File: src/design/pwmcg_pkg.sv
// Purpose: Constants for the eight-channel PWM clock generator and channel frame
// Assumes: One bus clock, AHB-Lite register access, 32-bit aligned words
// Notes:   Offsets are byte addresses
// How it works
// Eight channels, each driving a high-side and low-side output pair.
// Shared generator gives thirteen clocks; each channel picks one.
// Power-of-two prescaler gives bus clock divided by 1 up to 1024.
// Two linear dividers, A and B, divide by 1 to 255.
// Each divider's source select picks the prescaler output it divides.
// Divider factors and sources reset to zero; factor zero stops that clock.
// At reset every prescaler output except the undivided clock is idle; the code also holds the undivided clock idle while rst_b is low.
// Stopping and restarting the bus clock keeps all state intact.
// Software enables the peripheral clock before any access.
// Each channel has a 16-bit up/down counter on its selected clock.
// Sync member bit makes a comparator use the channel-zero counter.
// One 2-bit gray counter per channel pair drives both outputs.
// Dead-time stage turns each wave into safe complementary signals.
// Override stage can replace either signal with a software level.
// Fault forces both pins asynchronously, above every other source.
// Six faults: three pins with chosen polarity, three internal active high.
// One interrupt request line to the system interrupt controller.
// Channel clock select picks one of thirteen clocks; resets to undivided.
// Generated clocks are one-cycle enables in the bus clock domain.
package pwmcg_pkg;
  localparam int NUM_CH    = 8;
  localparam int NUM_FAULT = 6;
  localparam int NUM_PRE   = 11;
  localparam int CNT_W     = 16;
  localparam int DT_W      = 12;
  localparam int DIV_W     = 8;
  localparam int PRE_W     = 10;
  localparam int IRQ_ID    = 36;

  localparam logic [3:0] SEL_DIV_A = 4'hb;
  localparam logic [3:0] SEL_DIV_B = 4'hc;

  // Register byte offsets
  localparam logic [11:0] OFS_CLK       = 12'h000;
  localparam logic [11:0] OFS_ENABLE    = 12'h004;
  localparam logic [11:0] OFS_SYNC      = 12'h008;
  localparam logic [11:0] OFS_GRAY      = 12'h00c;
  localparam logic [11:0] OFS_OV_SEL    = 12'h010;
  localparam logic [11:0] OFS_OV_VAL    = 12'h014;
  localparam logic [11:0] OFS_FAULT_CFG = 12'h018;
  localparam logic [11:0] OFS_FAULT_STA = 12'h01c;
  localparam logic [11:0] OFS_IRQ_STAT  = 12'h020;
  localparam logic [11:0] OFS_IRQ_MASK  = 12'h024;
  localparam logic [11:0] OFS_CH_MODE   = 12'h040;
  localparam logic [11:0] OFS_CH_PRD    = 12'h060;
  localparam logic [11:0] OFS_CH_DTY    = 12'h080;
  localparam logic [11:0] OFS_CH_DT     = 12'h0a0;
  localparam logic [11:0] OFS_CH_CNT    = 12'h0c0;

  // Field positions
  localparam int CLK_DIVIDER_A_FACTOR_LSB  = 0;
  localparam int CLK_DIVIDER_A_SOURCE_SEL_LSB  = 8;
  localparam int CLK_DIVIDER_B_FACTOR_LSB  = 16;
  localparam int CLK_DIVIDER_B_SOURCE_SEL_LSB  = 24;
  localparam int GRAY_DOWN_LSB = 4;
  localparam int OV_LOW_LSB    = 8;
  localparam int FCFG_EN_LSB   = 8;
  localparam int IRQ_FAULT_LSB = 8;
  localparam int MODE_CALG_BIT = 8;
  localparam int MODE_CPOL_BIT = 9;
  localparam int MODE_DTE_BIT  = 16;
  localparam int MODE_DTHI_BIT = 17;
  localparam int MODE_DTLI_BIT = 18;
  localparam int DT_LOW_LSB    = 16;

  localparam logic [31:0] RST_ZERO = 32'h0000_0000;
endpackage

File: src/design/pwmcg_top.sv
// Purpose: Clock generator and channel pipeline of an eight-channel PWM controller
// Assumes: Pins synchronous to clock; AHB-Lite single word transfers
// Notes:   Fault path to the pins is combinational so it acts without a clock
`timescale 1ns/1ps
module pwmcg_top #(
  parameter int NUM_CH = 8
) (
  input  wire logic                              clock,
  input  wire logic                              rst_b,
  input  wire logic                              hsel,
  input  wire logic [31:0]                       haddr,
  input  wire logic [1:0]                        htrans,
  input  wire logic                              hwrite,
  input  wire logic [2:0]                        hsize,
  input  wire logic [31:0]                       hwdata,
  input  wire logic                              hready,
  output logic      [31:0]                       hrdata,
  output logic                                   hreadyout,
  output logic                                   hresp,
  input  wire logic [2:0]                        fault_pin_in,
  input  wire logic                              fault_osc_fail,
  input  wire logic                              fault_adc_cmp,
  input  wire logic                              fault_timer_cmp,
  output logic      [pwmcg_pkg::NUM_CH-1:0]      high_side_out,
  output logic      [pwmcg_pkg::NUM_CH-1:0]      low_side_out,
  output logic                                   irq
);
  import pwmcg_pkg::*;

  typedef struct packed {
    logic                             rd_pend;
    logic                             wr_pend;
    logic [11:0]                      addr;
    logic [31:0]                      rdata;
    logic [PRE_W-1:0]                 pre_cnt;
    logic [DIV_W-1:0]                 cnt_a;
    logic [DIV_W-1:0]                 cnt_b;
    logic [31:0]                      clk_cfg;
    logic [NUM_CH-1:0]                enable;
    logic [NUM_CH-1:0]                sync_member_bit;
    logic [7:0]                       gray_cfg;
    logic [15:0]                      ov_sel;
    logic [15:0]                      ov_val;
    logic [13:0]                      fault_mode_config;
    logic [13:0]                      irq_stat;
    logic [13:0]                      irq_mask;
    logic [NUM_FAULT-1:0]             fault_prev;
    logic [NUM_CH-1:0][18:0]          mode;
    logic [NUM_CH-1:0][CNT_W-1:0]     prd;
    logic [NUM_CH-1:0][CNT_W-1:0]     dty;
    logic [NUM_CH-1:0][27:0]          dt;
    logic [NUM_CH-1:0][CNT_W-1:0]     cnt;
    logic [NUM_CH-1:0]                down;
    logic [NUM_CH-1:0][DT_W-1:0]      dt_cnt;
    logic [NUM_CH-1:0]                wave_prev;
    logic [3:0][1:0]                  gray;
    logic [NUM_CH-1:0]                out_h;
    logic [NUM_CH-1:0]                out_l;
  } pwmcg_state_type;

  pwmcg_state_type s_q;
  pwmcg_state_type s_d;

  ////////////////////////////////////////////////////////////////////////////
  // Helpers

  // Thirteen-way clock pick; codes above twelve give no clock
  function automatic logic sel_tick(input logic [3:0] sel, input logic [NUM_PRE-1:0] pre,
                                    input logic ta, input logic tb);
    if (sel < 4'(NUM_PRE))
      sel_tick = pre[sel];
    else if (sel == SEL_DIV_A)
      sel_tick = ta;
    else if (sel == SEL_DIV_B)
      sel_tick = tb;
    else
      sel_tick = 1'b0;
  endfunction

  // Linear divider: tick at the last count of factor; zero factor stops it
  function automatic logic div_hit(input logic src, input logic [DIV_W-1:0] fac,
                                   input logic [DIV_W-1:0] cnt);
    div_hit = src && (fac != 8'h00) && (cnt >= fac - 8'h01);
  endfunction

  function automatic logic [DIV_W-1:0] div_next(input logic src, input logic [DIV_W-1:0] fac,
                                                input logic [DIV_W-1:0] cnt);
    if (!src || fac == 8'h00)
      div_next = cnt;
    else if (cnt >= fac - 8'h01)
      div_next = 8'h00;
    else
      div_next = cnt + 8'h01;
  endfunction

  // Two-bit gray step, up 00-01-11-10, down the reverse
  function automatic logic [1:0] gray_step(input logic [1:0] g, input logic dn);
    case (g)
      2'b00:   gray_step = dn ? 2'b10 : 2'b01;
      2'b01:   gray_step = dn ? 2'b00 : 2'b11;
      2'b11:   gray_step = dn ? 2'b01 : 2'b10;
      default: gray_step = dn ? 2'b11 : 2'b00;
    endcase
  endfunction

  function automatic logic is_ch_reg(input logic [11:0] a, input logic [11:0] base);
    is_ch_reg = (a[11:5] == base[11:5]);
  endfunction

  ////////////////////////////////////////////////////////////////////////////
  // Combinational view of the pipeline

  logic [NUM_PRE-1:0]   pre_tick;
  logic                 tick_a;
  logic                 tick_b;
  logic                 src_a;
  logic                 src_b;
  logic [NUM_CH-1:0]    ch_tick;
  logic [NUM_CH-1:0]    wave;
  logic [NUM_CH-1:0]    dt_h;
  logic [NUM_CH-1:0]    dt_l;
  logic [NUM_FAULT-1:0] fault_raw;
  logic [NUM_FAULT-1:0] fault_act;
  logic                 fault_any;
  logic                 addr_ok;
  logic [31:0]          rd_val;

  always_comb
  begin
    // Prescaler enables; bit k fires once every 2^k cycles
    for (int k = 0; k < NUM_PRE; k++)
    begin
      pre_tick[k] = rst_b && ((s_q.pre_cnt & PRE_W'((1 << k) - 1)) == PRE_W'((1 << k) - 1));
    end
    // Codes above ten give no tick instead of an unknown select
    src_a  = sel_tick(s_q.clk_cfg[CLK_DIVIDER_A_SOURCE_SEL_LSB +: 4], pre_tick, 1'b0, 1'b0);
    src_b  = sel_tick(s_q.clk_cfg[CLK_DIVIDER_B_SOURCE_SEL_LSB +: 4], pre_tick, 1'b0, 1'b0);
    // A zero factor parks the divider and its tick
    tick_a = div_hit(src_a,
                     s_q.clk_cfg[CLK_DIVIDER_A_FACTOR_LSB +: DIV_W], s_q.cnt_a);
    tick_b = div_hit(src_b,
                     s_q.clk_cfg[CLK_DIVIDER_B_FACTOR_LSB +: DIV_W], s_q.cnt_b);
  end

  ////////////////////////////////////////////////////////////////////////////
  // Channel pipeline

  always_comb
  begin
    for (int i = 0; i < NUM_CH; i++)
    begin
      logic [CNT_W-1:0] src;
      logic             cpol;
      logic             zero;
      ch_tick[i] = sel_tick(s_q.mode[i][3:0], pre_tick, tick_a, tick_b);
      src        = s_q.sync_member_bit[i] ? s_q.cnt[0] : s_q.cnt[i];
      cpol       = s_q.mode[i][MODE_CPOL_BIT];
      if (!s_q.enable[i])
        wave[i] = cpol;
      else if (s_q.gray_cfg[i/2])
        wave[i] = s_q.gray[i/2][(i % 2 == 0) ? 1 : 0];
      else
        wave[i] = (src >= s_q.dty[i]) ^ cpol;
      // Dead time: the rising side waits until the dead-time count drains
      zero = (s_q.dt_cnt[i] == 12'h000);
      if (s_q.mode[i][MODE_DTE_BIT])
      begin
        dt_h[i] = s_q.wave_prev[i] & zero;
        dt_l[i] = ~s_q.wave_prev[i] & zero;
      end
      else
      begin
        dt_h[i] = s_q.wave_prev[i];
        dt_l[i] = ~s_q.wave_prev[i];
      end
      dt_h[i] = dt_h[i] ^ s_q.mode[i][MODE_DTHI_BIT];
      dt_l[i] = dt_l[i] ^ s_q.mode[i][MODE_DTLI_BIT];
    end
  end

  ////////////////////////////////////////////////////////////////////////////
  // Fault detection

  always_comb
  begin
    // A set polarity bit makes that pin active high
    fault_raw = {fault_timer_cmp, fault_adc_cmp, fault_osc_fail,
                 fault_pin_in ^ ~s_q.fault_mode_config[2:0]};
    fault_act = fault_raw & s_q.fault_mode_config[FCFG_EN_LSB +: NUM_FAULT];
    fault_any = |fault_act;
  end

  ////////////////////////////////////////////////////////////////////////////
  // Register read mux

  always_comb
  begin
    logic [2:0] ch;
    ch      = s_q.addr[4:2];
    rd_val  = RST_ZERO;
    addr_ok = 1'b1;
    case (s_q.addr)
      OFS_CLK:       rd_val = s_q.clk_cfg;
      OFS_ENABLE:    rd_val = {24'h000000, s_q.enable};
      OFS_SYNC:      rd_val = {24'h000000, s_q.sync_member_bit};
      OFS_GRAY:      rd_val = {24'h000000, s_q.gray_cfg};
      OFS_OV_SEL:    rd_val = {16'h0000, s_q.ov_sel};
      OFS_OV_VAL:    rd_val = {16'h0000, s_q.ov_val};
      OFS_FAULT_CFG: rd_val = {18'h00000, s_q.fault_mode_config};
      OFS_FAULT_STA: rd_val = {26'h0000000, fault_raw};
      OFS_IRQ_STAT:  rd_val = {18'h00000, s_q.irq_stat};
      OFS_IRQ_MASK:  rd_val = {18'h00000, s_q.irq_mask};
      default:       addr_ok = 1'b0;
    endcase
    if (!addr_ok)
    begin
      if (is_ch_reg(s_q.addr, OFS_CH_MODE))
        rd_val = {13'h0000, s_q.mode[ch]};
      else if (is_ch_reg(s_q.addr, OFS_CH_PRD))
        rd_val = {16'h0000, s_q.prd[ch]};
      else if (is_ch_reg(s_q.addr, OFS_CH_DTY))
        rd_val = {16'h0000, s_q.dty[ch]};
      else if (is_ch_reg(s_q.addr, OFS_CH_DT))
        rd_val = {4'h0, s_q.dt[ch]};
      else if (is_ch_reg(s_q.addr, OFS_CH_CNT))
        rd_val = {16'h0000, s_q.cnt[ch]};
    end
  end

  ////////////////////////////////////////////////////////////////////////////
  // Next state

  always_comb
  begin
    logic [2:0]        wch;
    logic [13:0]       w1c;
    logic [NUM_CH-1:0] pend;
    s_d  = s_q;
    wch  = s_q.addr[4:2];
    w1c  = 14'h0000;
    pend = '0;

    // Bus slave: reads take one wait state so a preceding write is visible
    s_d.wr_pend = 1'b0;
    s_d.rd_pend = 1'b0;
    if (s_q.rd_pend)
      s_d.rdata = rd_val;
    if (hsel && hready && htrans[1])
    begin
      s_d.addr    = {haddr[11:2], 2'b00};
      s_d.wr_pend = hwrite;
      s_d.rd_pend = !hwrite;
    end
    if (s_q.wr_pend)
    begin
      case (s_q.addr)
        OFS_CLK:       s_d.clk_cfg = hwdata & 32'h0fff_0fff;
        OFS_ENABLE:    s_d.enable = hwdata[NUM_CH-1:0];
        OFS_SYNC:      s_d.sync_member_bit = hwdata[NUM_CH-1:0];
        OFS_GRAY:      s_d.gray_cfg = hwdata[7:0];
        OFS_OV_SEL:    s_d.ov_sel = hwdata[15:0];
        OFS_OV_VAL:    s_d.ov_val = hwdata[15:0];
        OFS_FAULT_CFG: s_d.fault_mode_config = hwdata[13:0] & 14'h3f07;
        OFS_IRQ_STAT:  w1c = hwdata[13:0];
        OFS_IRQ_MASK:  s_d.irq_mask = hwdata[13:0];
        default:
        begin
          if (is_ch_reg(s_q.addr, OFS_CH_MODE))
            s_d.mode[wch] = hwdata[18:0] & 19'h7_030f;
          else if (is_ch_reg(s_q.addr, OFS_CH_PRD))
            s_d.prd[wch] = hwdata[15:0];
          else if (is_ch_reg(s_q.addr, OFS_CH_DTY))
            s_d.dty[wch] = hwdata[15:0];
          else if (is_ch_reg(s_q.addr, OFS_CH_DT))
            s_d.dt[wch] = hwdata[27:0] & 28'hfff_0fff;
        end
      endcase
    end

    // Clock generator
    s_d.pre_cnt = s_q.pre_cnt + 10'h001;
    s_d.cnt_a   = div_next(src_a,
                           s_q.clk_cfg[CLK_DIVIDER_A_FACTOR_LSB +: DIV_W], s_q.cnt_a);
    s_d.cnt_b   = div_next(src_b,
                           s_q.clk_cfg[CLK_DIVIDER_B_FACTOR_LSB +: DIV_W], s_q.cnt_b);

    // Channel counters
    for (int i = 0; i < NUM_CH; i++)
    begin
      if (!s_q.enable[i])
      begin
        s_d.cnt[i]  = 16'h0000;
        s_d.down[i] = 1'b0;
      end
      else if (ch_tick[i])
      begin
        if (!s_q.mode[i][MODE_CALG_BIT] || !s_q.down[i])
        begin
          if (s_q.cnt[i] >= s_q.prd[i])
          begin
            pend[i] = !s_q.mode[i][MODE_CALG_BIT];
            if (s_q.mode[i][MODE_CALG_BIT])
            begin
              s_d.down[i] = 1'b1;
              s_d.cnt[i]  = (s_q.cnt[i] == 16'h0000) ? 16'h0000 : s_q.cnt[i] - 16'h0001;
            end
            else
              s_d.cnt[i] = 16'h0000;
          end
          else
            s_d.cnt[i] = s_q.cnt[i] + 16'h0001;
        end
        else if (s_q.cnt[i] <= 16'h0001)
        begin
          s_d.cnt[i]  = 16'h0000;
          s_d.down[i] = 1'b0;
          pend[i]     = 1'b1;
        end
        else
          s_d.cnt[i] = s_q.cnt[i] - 16'h0001;
      end

      // Dead-time counter reloads on each wave edge, drains on channel clock
      s_d.wave_prev[i] = wave[i];
      if (wave[i] != s_q.wave_prev[i])
        s_d.dt_cnt[i] = wave[i] ? s_q.dt[i][DT_W-1:0] : s_q.dt[i][DT_LOW_LSB +: DT_W];
      else if (ch_tick[i] && s_q.dt_cnt[i] != 12'h000)
        s_d.dt_cnt[i] = s_q.dt_cnt[i] - 12'h001;

      // Override replaces each side independently
      s_d.out_h[i] = s_q.ov_sel[i] ? s_q.ov_val[i] : dt_h[i];
      s_d.out_l[i] = s_q.ov_sel[OV_LOW_LSB + i] ? s_q.ov_val[OV_LOW_LSB + i] : dt_l[i];
    end

    // Gray counters step at each period end of the even channel of the pair
    for (int p = 0; p < NUM_CH / 2; p++)
    begin
      if (s_q.gray_cfg[p] && pend[2 * p])
        s_d.gray[p] = gray_step(s_q.gray[p], s_q.gray_cfg[GRAY_DOWN_LSB + p]);
    end

    // Sticky events; a new event wins over a clear in the same cycle
    s_d.fault_prev = fault_act;
    s_d.irq_stat   = (s_q.irq_stat & ~w1c) | {fault_act & ~s_q.fault_prev, pend};

    // Reset overrides every update above
    if (!rst_b)
    begin
      s_d = '0;
    end
  end

  // No clock means no update, so gating the clock freezes all registered state
  always_ff @(posedge clock)
  begin
    s_q <= s_d;
  end

  ////////////////////////////////////////////////////////////////////////////
  // Outputs

  assign hrdata    = s_q.rdata;
  assign hreadyout = !s_q.rd_pend;
  assign hresp     = 1'b0;
  assign irq       = |(s_q.irq_stat & s_q.irq_mask);

  // Fault path bypasses the flops so it acts even without clock edges
  assign high_side_out = s_q.out_h & ~{NUM_CH{fault_any}};
  assign low_side_out  = s_q.out_l & ~{NUM_CH{fault_any}};

endmodule // pwmcg_top

File: config.mk
export PLATFORM = sky130hd
export DESIGN_NAME = pwmcg_top
export DESIGN_NICKNAME = d
export VERILOG_FILES = /design/src/design/pwmcg_pkg.sv /design/src/design/pwmcg_top.sv
export SDC_FILE = /design/constraint.sdc
export NUM_CORES = 2
export LEC_CHECK = 0
export BUFFER_PORTS_ARGS = -buffer_cell sky130_fd_sc_hd__buf_2
export CORE_MARGIN = 3
export CORE_UTILIZATION = 40
export DETAILED_ROUTE_END_ITERATION = 7
export SLEW_MARGIN = 0
export SYNTH_ARGS = -nofsm -noshare
export SYNTH_HDL_FRONTEND = slang
export SYNTH_SLANG_ARGS = --single-unit
File: constraint.sdc
create_clock -name clock -period 7.46 [get_ports clock]
set_clock_uncertainty 0.2 [all_clocks]
set_input_delay 0.373 -clock clock [delete_from_list [all_inputs] [get_ports clock]]
set_output_delay 0.373 -clock clock [all_outputs]
set_load 0.005 [all_outputs]
* Word-level counts from Yosys, hierarchy flattened
Cells that the tools add are included.
** Operators by class
- Mux-type cells :: 289
- Eq/ne operators :: 71
- Magnitude comparators :: 48
- Bitwise operators :: 64
- Add/subtract/negate cells :: 29
- Reduce and logical (&&, ||, !) cells :: 141
** Operators by type and width (count)
- $mux 16 :: 51
- $mux 12 :: 24
- $pmux 28 s10 :: 1
- $bwmux 128 :: 2
- $ge 16x16->1 :: 16
- $bwmux 224 :: 1
- $mux 32 :: 6
- $mux 1 :: 157
- $bwmux 152 :: 1
- $bmux 16 s3 :: 3
- $add 16x1->16 const B :: 8
- $le 16x1->1 const B :: 8
- $logic_not 16->1 :: 8
- $sub 16x1->16 const B :: 8
- $logic_not 12->1 :: 9
- $reduce_bool 12->1 :: 8
- $sub 12x1->12 const B :: 8
- $bmux 28 s3 :: 1
- $demux 28 s3 :: 1
- $eq 4x4->1 const B :: 17
- $bmux 19 s3 :: 1
- $demux 19 s3 :: 1
- $mux 28 :: 2
- $lt 4x5->1 const B :: 10
- 60 further kinds :: 290
** Storage, ports and cells
- Register bits after elaboration :: 1089
- Input port bits :: 80
- Output and inout port bits :: 51
- Word-level logic and storage cells :: 722

* Longest topological paths before layout
- Word-level depth :: 13
- Gate-level depth with buffers :: 18
- Mapped depth without buffers :: 15

* Worst setup path after synthesis
OpenSTA, ideal clock, no wires.
- Path type :: reg2reg
- Start point :: register s_q[990] (netlist bit)
- End point :: register s_q[114] (netlist bit)
- Buffers on the path :: 4
- Path slack :: 3.248 ns
- Period minus slack after synthesis :: 4.212 ns
- Stages on the path, launching flop included :: 15
- Arrival :: 3.887 ns
- Required time :: 7.135 ns
- Cell sequence :: dfxtp_1 clkbuf_1 buf_1 mux2_2 ha_1 and4_1 nor4b_1 a21oi_1 o41ai_1 nor3_1 or2_2 clkbuf_1 clkbuf_1 a222oi_1 nor2_1
** Between the ends
- Longest elaborated chain between the ends :: 7
- Elaborated cells on any way between the ends :: 9
- Those cells by class :: 1 x order compare; 1 x eq/ne; 5 x mux; 1 x bitwise; 1 x reduce/logical
** Ends and longest elaborated chain
- from (decl) :: RTL line pwmcg_top.sv:61 : pwmcg_state_type s_q;
- from (signal assigned) :: RTL line pwmcg_top.sv:356 : s_q <= s_d;
- $mux 16 * :: RTL line pwmcg_top.sv:156 : src = s_q.sync_member_bit[i] ? s_q.cnt[0] : s_q.cnt[i];
- $ge 16x16->1 * :: RTL line pwmcg_top.sv:163 : wave[i] = (src >= s_q.dty[i]) ^ cpol;
- $xor 1x1->1 * :: RTL line pwmcg_top.sv:163
- $mux 1 * :: RTL line pwmcg_top.sv:160 : else if (s_q.gray_cfg[i/2])
- $mux 1 * :: RTL line pwmcg_top.sv:158 : if (!s_q.enable[i])
- $mux 12 / $ne 1x1->1 (equally long branches) :: RTL line pwmcg_top.sv:326, pwmcg_top.sv:325
- $mux 12 / $reduce_bool 2->1 (equally long branches)
Mark *: on every way between the ends. The rest lies on a longest branch, timed or not.
A chain may end at the register's enable or synchronous reset.

* Worst setup path after layout
- Start point :: register s_q[1048] (netlist bit)
- End point :: register s_q[75] (netlist bit)
** Between the ends
- Longest elaborated chain between the ends :: 12
- Elaborated cells on any way between the ends :: 36
- Those cells by class :: 9 x eq/ne; 11 x mux; 16 x reduce/logical
** Ends and longest elaborated chain
- $eq 10x10->1 (tied with other cells) :: RTL line pwmcg_top.sv:133 : pre_tick[k] = rst_b && ((s_q.pre_cnt & PRE_W'((1 << k) - 1)) == PRE_W'((1 << k) - 1));
- $logic_and 1x1->1 :: RTL line pwmcg_top.sv:133
- $bmux 1 s4 :: RTL line pwmcg_top.sv:71 : sel_tick = pre[sel];
- $mux 1 (not written as such) :: RTL line pwmcg_top.sv:71
- $mux 1 :: RTL line pwmcg_top.sv:70 : if (sel < 4'(NUM_PRE))
- $logic_and 1x1->1 (2 in a row) :: RTL line pwmcg_top.sv:83 : div_hit = src && (fac != 8'h00) && (cnt >= fac - 8'h01);
- $mux 1 :: RTL line pwmcg_top.sv:74 : else if (sel == SEL_DIV_B)
- $mux 1 :: RTL line pwmcg_top.sv:72 : else if (sel == SEL_DIV_A)
- $mux 1 * :: RTL line pwmcg_top.sv:70
- $logic_and 1x1->1 * :: RTL line pwmcg_top.sv:327 : else if (ch_tick[i] && s_q.dt_cnt[i] != 12'h000)
- $reduce_bool 2->1 (no source line) *
Mark *: on every way between the ends. The rest lies on a longest branch, timed or not. The select of a mux whose other input is x is not followed.

==> metrics.cfg <==
[synthesis]
yosys_warnings=0
netlist_top_cells_count=nand2_1, dfxtp_1, a21oi_1
synth_ff_type=dfxtp_1
synth_area_sq_um=61600
ys_async_sr_fraction_pct=0
synth.avg_cell_area_sq_um=7.75
syn_inst=7949
synth_area_leaders=dfxtp_1, nand2_1, a21oi_1
yosysSeqAreaShare_pct=31.6
synth_top_area_share_pct=31.6
synth_edf_count=0
synthDistinctLibCells=95
ys_ff_latch=973
synth.most_common_cell=nand2_1
yosysTopAreaCell=dfxtp_1

[pwr]
switching_share_pct=30.4
combPwrFrac_pct=16.6
seqPwrFrac_pct=41.3
power.internal_uw=9490
p_sw_uw=4150
powerDensity_nw_per_um2=202
power_frac_clock_pct=42.1
power.leakage_uw=0.0236
vdd_ir_drop_max_mv=0.186

[sta]
setup_ws_ns=1.51
fmax_mhz=168
slew_headroom_pct=6.12
period_needed_ns=5.95
drv_slew=0
period_share_pct=79.8
worst_pin_slew_ns=1.40
setup_violations=0
finalSetupTns_ns=0
rsz0062_at_grt=false
finalHoldViolations=0

[routing]
ant_nets=0
vias_per_cell=6.36
drt_iter0_markers=8500
drc=0
num_vias=62521
dr.pass1.iters=8
avgRoutedWirePerCell_um=26.5
wl_mm=260

[critical_path]
reg2reg_depth=14
critPathKind=flop to flop
r2r_start=s_q[1048]
r2r_setup_slack_ns=1.51
path_max_fanout=15
end_kind=flop
crit_end=s_q[75]
r2r-end=s_q[75]
worst_ep_arrival_time_ns=6.41
critPathRequiredTime_ns=7.92
startpoint_type=flop
startpoint=s_q[1048]

[clock_tree]
cts_root_buf=clkbuf_16
clk_pin_slew_ns=0.06
cts_buffer_depth=3
cts_tree=yes
cts_max_level=3
cts_resized=0
cts_sinks=973
cts_buffers=113
insertion_delay_ns=0.77

[die]
die-area_sq_um=159000
core_sq_um=152000
chipWidth_um=398
ios=131
row_count=143
die_h_um=398
initial_core_util_pct=40.4

[layout]
nNetsFinal=8105
drive_above_1_share_pct=10.2
fillers=15159
stdcell_count=9833
post-route-util_pct=44.3
syn2layout_area_growth_pct=9.73

[worst_hold_path]
min_path_cells=2
hold_path.class=input port to flop

[placement]
place_congestion=0.979
placed_cells=9583
dpl_worst_slack_ns=1.71
place_hpwl_mm=184
io_buffers=95

[global_route]
antenna_found_initial=17
grt_use_total_pct=31.6
grt_pass1_vias=56743
grt_max_degree=179
overflow=0
grt_pass1_wl_mm=380

[flow_run]
cap_violations=0

[run_status]
outcome=completed

## registers in the layout, summed over array words and instances, names as in the netlist
name / cells
s_q: 945
hrdata: 28
## kinds of logic (layout without fill, tap and decap cells)
kind of cell | Yosys count | in the layout | synth area share (%)
buf+inv | 1003 | 848 | 6.36
other cells | 1 | 10 | 0.00609
xor+xnor | 116 | 116 | 1.65
simple gates | 3007 | 3007 | 22.1
fa+ha+maj | 314 | 314 | 6.38
flops | 973 | 973 | 31.6
mux | 423 | 423 | 10.4
compound gates | 2112 | 2112 | 21.5
## through the flow
| step | cell area, sq um | total power (uW) | hold slack, ns |
|---|---|---|---|
| after floorplan | 61600 | 7340 | 0.237 |
| after global placement | 63400 | 7900 | 0.249 |
| after detailed placement | 63400 | 7930 | 0.258 |
| after CTS | 67600 | 13600 | 0.00394 |
| after global routing | 67600 | 14200 | 0.0432 |
| final | 67600 | 13600 | 0.0521 |
## layer usage
metal	track usage (%)	vias up	wire length, um
met5	0	-	25
met4	16.2	4	14700
met3	6.94	635	30200
met2	45.8	3707	108000
met1	43.9	30173	107000
li1	-	28002	-
## critical path, cell delays in order, from the launching register on
cell	delay (ns)
dfxtp_1	0.65
ha_1	0.68
nand3_1	0.50
nor2_1	0.22
ha_1	0.17
nand2_1	0.29
o21ai_0	0.27
o21ai_0	0.13
nor4_2	0.54
buf_4	0.31
a31oi_1	0.27
nand2_1	0.76
nand2_1	0.26
o311a_1	0.36
o31a_1	0.24
## cell type report
class | count | area [sq um] | share of cell area [%]
repair buffers | 296 | 2130 | 3.16
diodes | 5 | 12.5 | 0.0185
clock inverters | 55 | 647 | 0.957
clock buffers | 147 | 3110 | 4.60
multi-input cells | 5977 | 38300 | 56.7
inverters | 350 | 1320 | 1.96
flip-flops and latches | 973 | 19500 | 28.8
well taps | 2030 | 2540 | 3.76
## power groups by stage
stage               combinational [uW]  clock (uW)  sequential, uW
floorplan                         1660           0            5680
global placement                  2160           0            5730
detailed placement                2190           0            5740
CTS                               2220        5790            5630
global route                      2500        5990            5670
finish                            2270        5740            5640
## worst min path at each step
stage / from / to / slack, ns
6_report: rst_b / s_q[123] / 0.05
5_1_grt: rst_b / s_q[123] / 0.04
4_1_cts: rst_b / s_q[126] / 0.004
3_5_place_dp: s_q[331] / s_q[331] / 0.26
3_3_place_gp: s_q[323] / s_q[323] / 0.25
2_1_floorplan: s_q[376] / s_q[376] / 0.24
## cell usage in the layout (no fill, tap or decap), types with 33 or more instances in the layout
| cell type | instances |
|---|---|
| dlygate4sd3_1 | 43 |
| a31oi_1 | 71 |
| mux2i_1 | 159 |
| a211oi_1 | 58 |
| nor3b_1 | 33 |
| mux2_2 | 98 |
| dfxtp_1 | 969 |
| nand4_1 | 78 |
| nor2_1 | 445 |
| o21a_1 | 44 |
| and3_1 | 66 |
| buf_4 | 156 |
| and2_1 | 75 |
| nand2b_1 | 50 |
| o221ai_1 | 41 |
| o22ai_1 | 62 |
| nand3_1 | 340 |
| a21o_1 | 73 |
| a221oi_1 | 66 |
| inv_1 | 344 |
| buf_2 | 94 |
| o211ai_1 | 60 |
| nor3_1 | 150 |
| a22oi_1 | 62 |
| nor4_1 | 52 |
| xnor2_1 | 65 |
| nand2_1 | 1486 |
| or3_1 | 45 |
| o21ai_0 | 309 |
| ha_1 | 314 |
| xor2_1 | 51 |
| mux4_2 | 165 |
| clkbuf_16 | 113 |
| a21oi_1 | 927 |
## repair_timing
| item | in CTS | in global routing |
|---|---|---|
| endpoints found under the hold margin | 211 | 0 |
| buffers inserted | 0 | 0 |
| setup endpoints to repair | 0 | 0 |
| hold buffers | 43 | 0 |
Power figures use the tool's default switching activity.
